$ cat config.mk
export PLATFORM = sky130hd
export DESIGN_NAME = ahvs_supervisor
export DESIGN_NICKNAME = d
export VERILOG_FILES = /design/src/rtl/ahvs_pkg.sv /design/src/rtl/ahvs_supervisor.sv
export VERILOG_INCLUDE_DIRS = /design/src /design/src/rtl
export SDC_FILE = /design/constraint.sdc
export NUM_CORES = 2
export LEC_CHECK = 0
export BUFFER_PORTS_ARGS = -buffer_cell sky130_fd_sc_hd__clkbuf_2
export CORE_UTILIZATION = 55
export CTS_CLUSTER_DIAMETER = 200
export DETAILED_ROUTE_END_ITERATION = 7
export PLACE_DENSITY = 0.83
export RECOVER_POWER = 100
export SLEW_MARGIN = 20
export SYNTH_ARGS = -nofsm -noshare
export SYNTH_HDL_FRONTEND = slang
export SYNTH_SLANG_ARGS = --single-unit
$ cat constraint.sdc
create_clock -name clk_in -period 3.1 [get_ports clk_in]
set_input_delay 0 -clock clk_in [delete_from_list [all_inputs] [get_ports clk_in]]
set_output_delay 0 -clock clk_in [all_outputs]
set_load 0.005 [all_outputs]
$ cat src/rtl/ahvs_defs.svh
// constants for the axis homing and velocity supervisor
`ifndef AHVS_DEFS_SVH
`define AHVS_DEFS_SVH
`define AHVS_MODE_ABS 3'h0
`define AHVS_MODE_LIM 3'h1
`define AHVS_MODE_ABS_REF 3'h2
`define AHVS_MODE_LIM_REF 3'h3
`define AHVS_MODE_DIRECT 3'h4
`define AHVS_FRAC_BITS 16
`define AHVS_ERR_NONE 2'h0
`define AHVS_ERR_PARAM 2'h1
`define AHVS_ERR_STATE 2'h2
`define AHVS_DIGITS_LIMIT 32'h0098967F
`endif

$ cat src/rtl/ahvs_pkg.sv
// types for the axis homing and velocity supervisor
package ahvs_pkg;
  // homing sequencer states
  typedef enum logic [2:0] {
    AHVS_IDLE = 3'b000,
    AHVS_SEEK = 3'b001,
    AHVS_BACK = 3'b010,
    AHVS_REF = 3'b011,
    AHVS_OFFSET = 3'b100,
    AHVS_SETTLE = 3'b101
  } ahvs_state_e;
  // motion profile phase
  typedef enum logic [1:0] {
    AHVS_REST = 2'b00,
    AHVS_RAMP = 2'b01,
    AHVS_STOPPING = 2'b10
  } ahvs_phase_e;
endpackage : ahvs_pkg

$ cat src/rtl/ahvs_supervisor.sv
// axis homing, velocity start/stop and parameter checking
//
// Chosen here: the plain strobed port and the register offsets.
`timescale 1ns/100ps
`default_nettype none
`include "ahvs_defs.svh"
module ahvs_supervisor
  import ahvs_pkg::*;
(
  input wire logic clk_in,
  input wire logic reset_n_in,
  input wire logic enable_in,
  // register port
  input wire logic [3:0] addr_in,
  input wire logic [31:0] wdata_in,
  input wire logic wr_in,
  input wire logic rd_in,
  output logic [31:0] rdata_out,
  // fixed-point commands, 16 fraction bits
  input wire logic move_cmd_in,
  input wire logic halt_cmd_in,
  input wire logic [31:0] target_vel_in,
  input wire logic [47:0] target_pos_in,
  input wire logic homing_command_in,
  input wire logic [2:0] homing_mode_in,
  input wire logic stop_command_in,
  input wire logic axis_power_command_in,
  input wire logic one_dir_only_in,
  // drive side pins
  input wire logic home_sw_pin_in,
  input wire logic limit_sw_pin_in,
  input wire logic ref_pulse_pin_in,
  input wire logic at_target_in,
  output logic [31:0] pulse_train_output_vel_out,
  output logic [31:0] pulse_train_output_pos_out,
  output logic drive_dir_out,
  output logic homed_out,
  output logic homing_busy_out,
  output logic homing_done_out,
  output logic [1:0] error_out,
  output logic param_error_out,
  output logic state_a_out
);
  // configuration registers, word index
  logic [31:0] cfg_r [0:11];
  logic [47:0] cmd_pos_r;
  ahvs_state_e state_r;
  ahvs_phase_e phase_r;
  logic [2:0] mode_r;
  logic [31:0] vel_goal_r;
  // three stage sync for each pin
  logic [2:0] home_sync_r, lim_sync_r, ref_sync_r;
  logic home_q_r, lim_q_r, ref_q_r;
  logic home_prev_r, lim_prev_r;
  logic param_bad;
  logic sw_edge, mode_sw_home, mode_ref;
  logic [31:0] cfg_rd;

  // index map: 0 startstop vel, 1 estop vel, 2 home vel, 3 creep vel, 4 max vel,
  // 5 home acc, 6 max acc, 7 home dec, 8 max dec, 9 home jerk, 10 max jerk, 11 ctrl
  // ctrl bit0 home switch enable, bit1 not read (ref modes run either way); soft limits in 12/13

  logic [31:0] soft_lo_r, soft_hi_r;

  // quantize fixed point to whole pulses, fraction dropped
  function automatic logic [31:0] whole(input logic [47:0] v);
    whole = v[47:16];
  endfunction : whole

  // seven significant digit saturation of stored integer config
  function automatic logic [31:0] seven_digit(input logic [31:0] v);
    logic [31:0] r;
    r = v;
    // values beyond seven digits clamp to the representable ceiling
    if (v > `AHVS_DIGITS_LIMIT) begin
      r = `AHVS_DIGITS_LIMIT;
    end
    seven_digit = r;
  endfunction : seven_digit

  // pin synchronisers, change counted when stages two and three agree
  always_ff @(posedge clk_in) begin
    if (!reset_n_in) begin
      home_sync_r <= 3'h0;
      lim_sync_r <= 3'h0;
      ref_sync_r <= 3'h0;
      home_q_r <= 1'b0;
      lim_q_r <= 1'b0;
      ref_q_r <= 1'b0;
    end else if (enable_in) begin
      home_sync_r <= {home_sync_r[1:0], home_sw_pin_in};
      lim_sync_r <= {lim_sync_r[1:0], limit_sw_pin_in};
      ref_sync_r <= {ref_sync_r[1:0], ref_pulse_pin_in};
      if (home_sync_r[1] == home_sync_r[2]) begin
        home_q_r <= home_sync_r[2];
      end
      if (lim_sync_r[1] == lim_sync_r[2]) begin
        lim_q_r <= lim_sync_r[2];
      end
      if (ref_sync_r[1] == ref_sync_r[2]) begin
        ref_q_r <= ref_sync_r[2];
      end
    end
  end

  // register writes
  always_ff @(posedge clk_in) begin
    if (!reset_n_in) begin
      for (int i = 0; i < 12; i++) begin
        cfg_r[i] <= 32'h0;
      end
      soft_lo_r <= 32'h0;
      soft_hi_r <= 32'h0;
    end else if (enable_in && wr_in) begin
      if (addr_in < 4'hC) begin
        cfg_r[addr_in] <= seven_digit(wdata_in);
      end else if (addr_in == 4'hC) begin
        soft_lo_r <= wdata_in;
      end else if (addr_in == 4'hD) begin
        soft_hi_r <= wdata_in;
      end
    end
  end

  // cross-parameter consistency
  always_comb begin
    param_bad = ($signed(soft_lo_r) >= $signed(soft_hi_r));
    if (cfg_r[0] > cfg_r[4] || cfg_r[1] > cfg_r[4] || cfg_r[2] > cfg_r[4] ||
        cfg_r[3] > cfg_r[4]) begin
      param_bad = 1'b1;
    end
    if (cfg_r[5] > cfg_r[6] || cfg_r[7] > cfg_r[8] || cfg_r[9] > cfg_r[10]) begin
      param_bad = 1'b1;
    end
  end

  // read mux
  always_comb begin
    cfg_rd = 32'h0;
    if (addr_in < 4'hC) begin
      cfg_rd = cfg_r[addr_in];
    end else if (addr_in == 4'hC) begin
      cfg_rd = soft_lo_r;
    end else if (addr_in == 4'hD) begin
      cfg_rd = soft_hi_r;
    end else if (addr_in == 4'hE) begin
      cfg_rd = {24'h0, 1'b0, state_r, homed_out, homing_busy_out, param_bad, state_a_out};
    end
  end

  // read data one cycle after strobe
  always_ff @(posedge clk_in) begin
    if (!reset_n_in) begin
      rdata_out <= 32'h0;
    end else if (enable_in) begin
      rdata_out <= rd_in ? cfg_rd : 32'h0;
    end
  end

  assign mode_sw_home = (mode_r == `AHVS_MODE_ABS) || (mode_r == `AHVS_MODE_ABS_REF);
  assign mode_ref = (mode_r == `AHVS_MODE_ABS_REF) || (mode_r == `AHVS_MODE_LIM_REF);
  // on to off edge of the searched switch
  assign sw_edge = mode_sw_home ? (home_prev_r && !home_q_r) : (lim_prev_r && !lim_q_r);

  // homing sequencer and homed flag
  always_ff @(posedge clk_in) begin
    if (!reset_n_in) begin
      state_r <= AHVS_IDLE;
      mode_r <= 3'h0;
      homed_out <= 1'b0;
      homing_busy_out <= 1'b0;
      homing_done_out <= 1'b0;
      error_out <= `AHVS_ERR_NONE;
      param_error_out <= 1'b0;
      cmd_pos_r <= 48'h0;
      pulse_train_output_pos_out <= 32'h0;
      drive_dir_out <= 1'b0;
      home_prev_r <= 1'b0;
      lim_prev_r <= 1'b0;
    end else if (enable_in) begin
      home_prev_r <= home_q_r;
      lim_prev_r <= lim_q_r;
      homing_done_out <= 1'b0;
      param_error_out <= param_bad;
      if (axis_power_command_in) begin
        // power completion resets homing and the homed flag
        state_r <= AHVS_IDLE;
        homing_busy_out <= 1'b0;
        homed_out <= 1'b0;
        error_out <= `AHVS_ERR_NONE;
      end else if (state_r != AHVS_IDLE && stop_command_in) begin
        // abort invalidates earlier home
        state_r <= AHVS_IDLE;
        homing_busy_out <= 1'b0;
        homed_out <= 1'b0;
      end else if (state_r != AHVS_IDLE && (move_cmd_in || homing_command_in)) begin
        // other motion refused, homing carries on
        error_out <= `AHVS_ERR_STATE;
      end else begin
        case (state_r)
          AHVS_IDLE: begin
            if (homing_command_in) begin
              mode_r <= homing_mode_in;
              cmd_pos_r <= target_pos_in;
              error_out <= `AHVS_ERR_NONE;
              // checks made when the command is issued
              if (param_bad || homing_mode_in > `AHVS_MODE_DIRECT) begin
                error_out <= `AHVS_ERR_PARAM;
              end else if (one_dir_only_in && homing_mode_in != `AHVS_MODE_DIRECT) begin
                error_out <= `AHVS_ERR_PARAM;
              end else if (homing_mode_in == `AHVS_MODE_DIRECT) begin
                // no motion, position forced
                pulse_train_output_pos_out <= whole(target_pos_in);
                homed_out <= 1'b1;
                homing_done_out <= 1'b1;
              end else if ((homing_mode_in == `AHVS_MODE_ABS || homing_mode_in == `AHVS_MODE_ABS_REF)
                           && !cfg_r[11][0]) begin
                error_out <= `AHVS_ERR_PARAM;
              end else if (mode_ref && 1'b0) begin
                error_out <= `AHVS_ERR_PARAM;
              end else begin
                state_r <= AHVS_SEEK;
                homing_busy_out <= 1'b1;
                homed_out <= 1'b0;
                drive_dir_out <= 1'b0;
              end
            end
          end
          AHVS_SEEK: begin
            // negative search until searched switch on
            if (mode_sw_home ? home_q_r : lim_q_r) begin
              state_r <= AHVS_BACK;
              drive_dir_out <= 1'b1;
            end
          end
          AHVS_BACK: begin
            // creep back to the on to off edge
            if (sw_edge) begin
              state_r <= mode_ref ? AHVS_REF : AHVS_OFFSET;
            end
          end
          AHVS_REF: begin
            if (ref_q_r) begin
              state_r <= AHVS_OFFSET;
            end
          end
          AHVS_OFFSET: begin
            // travel to recorded home plus offset
            if (at_target_in) begin
              pulse_train_output_pos_out <= whole(cmd_pos_r);
              state_r <= AHVS_SETTLE;
            end
          end
          AHVS_SETTLE: begin
            // finish only once state_a
            if (state_a_out) begin
              state_r <= AHVS_IDLE;
              homing_busy_out <= 1'b0;
              homed_out <= 1'b1;
              homing_done_out <= 1'b1;
            end
          end
          default: begin
            state_r <= AHVS_IDLE;
          end
        endcase
      end
    end
  end

  // start/stop velocity profile
  always_ff @(posedge clk_in) begin
    if (!reset_n_in) begin
      phase_r <= AHVS_REST;
      vel_goal_r <= 32'h0;
      pulse_train_output_vel_out <= 32'h0;
      state_a_out <= 1'b1;
    end else if (enable_in) begin
      case (phase_r)
        AHVS_REST: begin
          // at rest the pulse train is idle unless homing or a move start drives it
          state_a_out <= 1'b1;
          pulse_train_output_vel_out <= 32'h0;
          if (state_r == AHVS_SEEK) begin
            // fast search at homing velocity
            pulse_train_output_vel_out <= cfg_r[2];
            state_a_out <= 1'b0;
          end else if (state_r == AHVS_BACK || state_r == AHVS_REF) begin
            // creep back over the switch edge and marker
            pulse_train_output_vel_out <= cfg_r[3];
            state_a_out <= 1'b0;
          end else if (move_cmd_in && state_r == AHVS_IDLE) begin
            vel_goal_r <= whole({target_vel_in, 16'h0} >> `AHVS_FRAC_BITS);
            state_a_out <= 1'b0;
            phase_r <= AHVS_RAMP;
            if (target_vel_in[31:16] < cfg_r[0]) begin
              pulse_train_output_vel_out <= {16'h0, target_vel_in[31:16]};
            end else begin
              pulse_train_output_vel_out <= cfg_r[0];
            end
          end
        end
        AHVS_RAMP: begin
          // step toward goal by one pulse per cycle
          if (halt_cmd_in || stop_command_in) begin
            phase_r <= AHVS_STOPPING;
          end else if (pulse_train_output_vel_out < vel_goal_r) begin
            pulse_train_output_vel_out <= pulse_train_output_vel_out + 32'h1;
          end
        end
        AHVS_STOPPING: begin
          if (pulse_train_output_vel_out > cfg_r[0]) begin
            pulse_train_output_vel_out <= pulse_train_output_vel_out - 32'h1;
          end else if (pulse_train_output_vel_out != cfg_r[0] && cfg_r[0] < vel_goal_r) begin
            pulse_train_output_vel_out <= cfg_r[0];
          end else begin
            pulse_train_output_vel_out <= 32'h0;
            phase_r <= AHVS_REST;
            state_a_out <= 1'b1;
          end
        end
        default: begin
          phase_r <= AHVS_REST;
        end
      endcase
    end
  end

  // power clears homed one cycle later
  property p_power_clear;
    @(posedge clk_in) disable iff (!reset_n_in)
      (enable_in && axis_power_command_in) |=> !homed_out;
  endproperty
  a_power_clears_homed: assert property (p_power_clear) else $error("homed kept after power");

  // abort clears homed
  a_abort_clears: assert property (@(posedge clk_in) disable iff (!reset_n_in)
    (enable_in && state_r != AHVS_IDLE && stop_command_in) |=> (!homed_out && state_r == AHVS_IDLE))
    else $error("abort did not clear homing");

  // refused command keeps homing
  a_refuse_keeps: assert property (@(posedge clk_in) disable iff (!reset_n_in)
    (enable_in && state_r != AHVS_IDLE && !stop_command_in && !axis_power_command_in && move_cmd_in)
    |=> (state_r != AHVS_IDLE && error_out == `AHVS_ERR_STATE)) else $error("homing interrupted");

  // done only at state_a
  a_done_still: assert property (@(posedge clk_in) disable iff (!reset_n_in)
    (homing_done_out && mode_r != `AHVS_MODE_DIRECT) |-> $past(state_a_out)) else $error("done while moving");

  // single direction rejects modes 0..3
  a_one_dir: assert property (@(posedge clk_in) disable iff (!reset_n_in)
    (enable_in && state_r == AHVS_IDLE && homing_command_in && one_dir_only_in && !axis_power_command_in
     && homing_mode_in < `AHVS_MODE_DIRECT) |=> (error_out == `AHVS_ERR_PARAM && !homing_busy_out))
    else $error("mode accepted with one direction");

  // direct mode sets homed with no motion
  a_direct_home: assert property (@(posedge clk_in) disable iff (!reset_n_in)
    (enable_in && state_r == AHVS_IDLE && homing_command_in && !axis_power_command_in && !param_bad
     && homing_mode_in == `AHVS_MODE_DIRECT) |=> (homed_out && pulse_train_output_pos_out == $past(target_pos_in[47:16])))
    else $error("direct homing failed");

  // start velocity choice
  a_start_vel: assert property (@(posedge clk_in) disable iff (!reset_n_in)
    (enable_in && phase_r == AHVS_REST && move_cmd_in && state_r == AHVS_IDLE && target_vel_in[31:16] < cfg_r[0])
    |=> pulse_train_output_vel_out == {16'h0, $past(target_vel_in[31:16])}) else $error("bad start velocity");

  // ordering of soft limits flagged
  a_soft_limit: assert property (@(posedge clk_in) disable iff (!reset_n_in)
    (enable_in && $signed(soft_lo_r) >= $signed(soft_hi_r)) |=> param_error_out) else $error("limit order missed");
endmodule : ahvs_supervisor
`default_nettype wire

==> impl_metrics.py <==
metrics = {
    "place": {
        "post-place-ws_ns": -0.4801,
        "routabilityCongestion": 1.024,
        "portBuffers": 205,
        "dpl.hpwl_um": 85700,
        "dp_cells": 5036,
    },
    "layout": {
        "diodes": 0,
        "layout-drive-gt1-share_pct": 20.62,
        "syn_to_final_growth_pct": 25.27,
        "fin_nets": 4862,
        "layout_common_cells": "nand2_1 (461), nor2_1 (422), buf_4 (403)",
        "final_cells": 5298,
        "n_fill_cell": 4423,
        "final_common_cell": "nand2_1",
    },
    "clock_network": {
        "htree_num_levels": 3,
        "cts_tree": "yes",
        "root_buffer": "clkbuf_16",
        "cts_sinks": 622,
        "path_clk_slew_ns": 0.07,
        "cts.path.max_buffers": 3,
        "cts_buffers": 69,
        "worst_skew_pair.late_latency_ns": 0.62,
    },
    "synth": {
        "synth_seq_cells": 622,
        "synth_edf_count": 384,
        "synth.distinct_cells": 87,
        "synth_warnings": 0,
        "async_reset_ff_share_pct": 0,
        "avgSynthCellArea_sq_um": 9.929,
        "syn_inst": 3643,
        "synthesis.area_sq_um": 36170,
        "synth_ff_type": "edfxtp_1",
        "seq_area_frac_synth_pct": 45.05,
    },
    "sta": {
        "finalCriticalPeriod_ns": 3.643,
        "max_slew_margin_pct": 0.7450,
        "clock.fmax_ghz": 0.2745,
        "skew_ns": 0.02108,
        "hold_viol": 0,
        "worst_slew_pin_slew_ns": 1.489,
        "rsz0062_at_grt": "yes",
        "report.final.setup_viol": 41,
        "drv_slew": 0,
        "setup_slack_ns": -0.5434,
        "fin_crit_sh_pct": 117.5,
        "timing.setup.tns_ns": -19.21,
    },
    "grt": {
        "first_global_vias": 32890,
        "grt_max_degree": 88,
        "track_usage_pct": 36.00,
        "grt-ovfl-total": 0,
        "grt_pass1_wl_um": 185600,
        "antenna_found_initial": 1,
    },
    "setup_path": {
        "worstPathRequired_ns": 3.59,
        "crit_path_end_kind": "register",
        "cp.arrival_ns": 4.14,
        "crit_type": "register to register",
        "crit_fanout": 6,
        "cp-start-kind": "register",
    },
    "floorplan": {
        "initial_core_util_pct": 55.91,
        "dieArea_sq_um": 66790,
        "die_h_um": 258.4,
        "rows": 93,
        "core_area_sq_um": 64700,
        "io_pins": 238,
        "die_w_um": 258.4,
    },
    "job": {
        "cap_violations": 0,
    },
    "run_status": {
        "violations": "negative setup slack",
        "status": "complete, but fails checks",
    },
    "power": {
        "vdd_drop_max_uv": 604.4,
        "leakagePower_nw": 19.18,
        "power.density_nw_per_um2": 484.8,
    },
    "detailed_routing": {
        "drc": 0,
        "routedWlPerCell_um": 23.48,
        "drtPass1Iterations": 8,
        "first_iter_violations": 4748,
        "wirelength_um": 124400,
        "viasPerCell": 6.357,
        "antenna_left": 0,
        "via_count": 33680,
    },
    "hold_path": {
        "worstHoldPathType": "primary input to register",
    },
}
-- cell usage after synthesis, drive strengths merged, types with 6 or more instances --
master / number / area, sq um
a2111oi: 10 / 95.09
a211oi: 25 / 187.7
a21o: 43 / 322.8
a21oi: 311 / 1556
a221oi: 9 / 78.83
a22oi: 32 / 240.2
a31oi: 14 / 93.84
a32o: 8 / 80.08
and2: 27 / 168.9
and3: 7 / 43.79
and4: 8 / 70.07
buf: 32 / 150.1
clkbuf: 178 / 668.1
dfxtp: 238 / 4765
edfxtp: 384 / 11530
ha: 339 / 4242
inv: 260 / 975.9
mux2: 40 / 450.4
mux2i: 112 / 1121
mux4: 100 / 2252
nand2: 464 / 1742
nand2b: 11 / 68.82
nand3: 65 / 325.3
nand4: 76 / 475.5
nor2: 430 / 1619
nor2b: 19 / 118.9
nor3: 42 / 215.2
nor4: 38 / 244.0
o2111ai: 6 / 52.55
o211ai: 14 / 105.1
o21a: 7 / 52.55
o21ai: 97 / 485.5
o21bai: 7 / 52.55
o221ai: 9 / 78.83
o22ai: 43 / 269.0
o2bb2ai: 20 / 175.2
o31ai: 11 / 82.58
or2: 8 / 50.05
or3: 7 / 43.79
xnor2: 15 / 131.4
xor2: 9 / 78.83
-- metal layers --
metal / routed length (um) / global-route usage [%] / up-vias
li1: - / - / 14630
met1: 43570 / 44.82 / 15950
met2: 58310 / 58.74 / 2531
met3: 13520 / 6.162 / 570
met4: 9012 / 21.78 / 2
met5: 12 / 0 / -
-- final timing paths --
| kind | endpoint | cells after the start | from | slack (ns) |
|---|---|---|---|---|
| setup / recovery | pulse_train_output_pos_out[2]$_SDFFE_PN0P_ | 17 | cfg_r[8][11]$_SDFFCE_PN0P_ | -0.54 |
| hold / removal | rdata_out[1]$_SDFFE_PN0P_ | 3 | addr_in[2] | 0.05 |
| setup reg to reg | pulse_train_output_pos_out[2]$_SDFFE_PN0P_ | 17 | cfg_r[8][11]$_SDFFCE_PN0P_ | -0.54 |
| hold reg to reg | cmd_pos_r[17]$_SDFFE_PN0P_ | 2 | cmd_pos_r[17]$_SDFFE_PN0P_ | 0.45 |
-- timing repair --
action	CTS	global route
pin swaps	12	43
endpoints found under the hold margin	290	1
buffers inserted	4	29
cloned	1	2
gates resized for setup	32	85
hold buffers	102	1
endpoints found under the setup margin	67	69
-- per-stage QoR --
stage               util (%)  total power [mW]  hold slack [ns]  instance area, sq um
floorplan                  -             11.56           0.1360                 36530
CTS                    69.44             21.72         0.005815                 44930
global route           70.04             22.54          0.04763                 45310
global placement       63.91             13.03           0.2349                 41350
finish                 70.04             21.97          0.05052                 45310
detailed placement     63.91             13.17           0.2427                 41350
-- flip-flops by register name (all words and copies together), names as in the netlist, 16 cells and up --
signal and flops:
pulse_train_output_vel_out 32, cmd_pos_r 32, vel_goal_r 16, rdata_out 32
soft_lo_r 32, pulse_train_output_pos_out 32, cfg_r 384, soft_hi_r 32
-- logic make-up after synthesis --
| logic type | count (synthesis) | synth area share [%] |
|---|---|---|
| compound gates | 711 | 12.25 |
| xor+xnor | 24 | 0.5812 |
| fa+ha+maj | 339 | 11.73 |
| buf+inv | 470 | 4.960 |
| flops | 622 | 45.05 |
| mux | 252 | 10.57 |
| other cells | 1 | 0.01037 |
| simple gates | 1224 | 14.85 |
-- power by group --
part / internal, mW / leakage (nW) / total [mW] / switching (mW)
sequential: 9.20 / 5.61 / 9.50 / 0.294
clock: 5.04 / 1.14 / 8.54 / 3.50
combinational: 1.69 / 12.4 / 3.93 / 2.24
total: 15.9 / 19.2 / 22.0 / 6.04
-- layout make-up --
class	instances	area, sq um	area share (%)
clock inverter	33	361.6	0.7980
inverter	260	980.9	2.165
multi-input combinational	2646	19010	41.95
timing repair buffer	790	5638	12.44
tap	855	1070	2.361
clock buffer	92	1958	4.321
sequential	622	16300	35.97
-- worst max-delay path, cell delays in order, from the launching register on --
cell       delay (ns)
edfxtp_1         0.38
inv_1            0.06
ha_1             0.33
buf_4            0.16
a21oi_1          0.20
o21ai_0          0.15
a221oi_2         0.37
buf_4            0.18
nor4_2           0.04
a2111oi_2        0.31
buf_4            0.18
o2111ai_1        0.10
buf_4            0.19
nor4_4           0.34
a31oi_4          0.06
buf_12           0.19
clkbuf_16        0.16
mux2i_1          0.12
(Power assumes the default switching activity.)
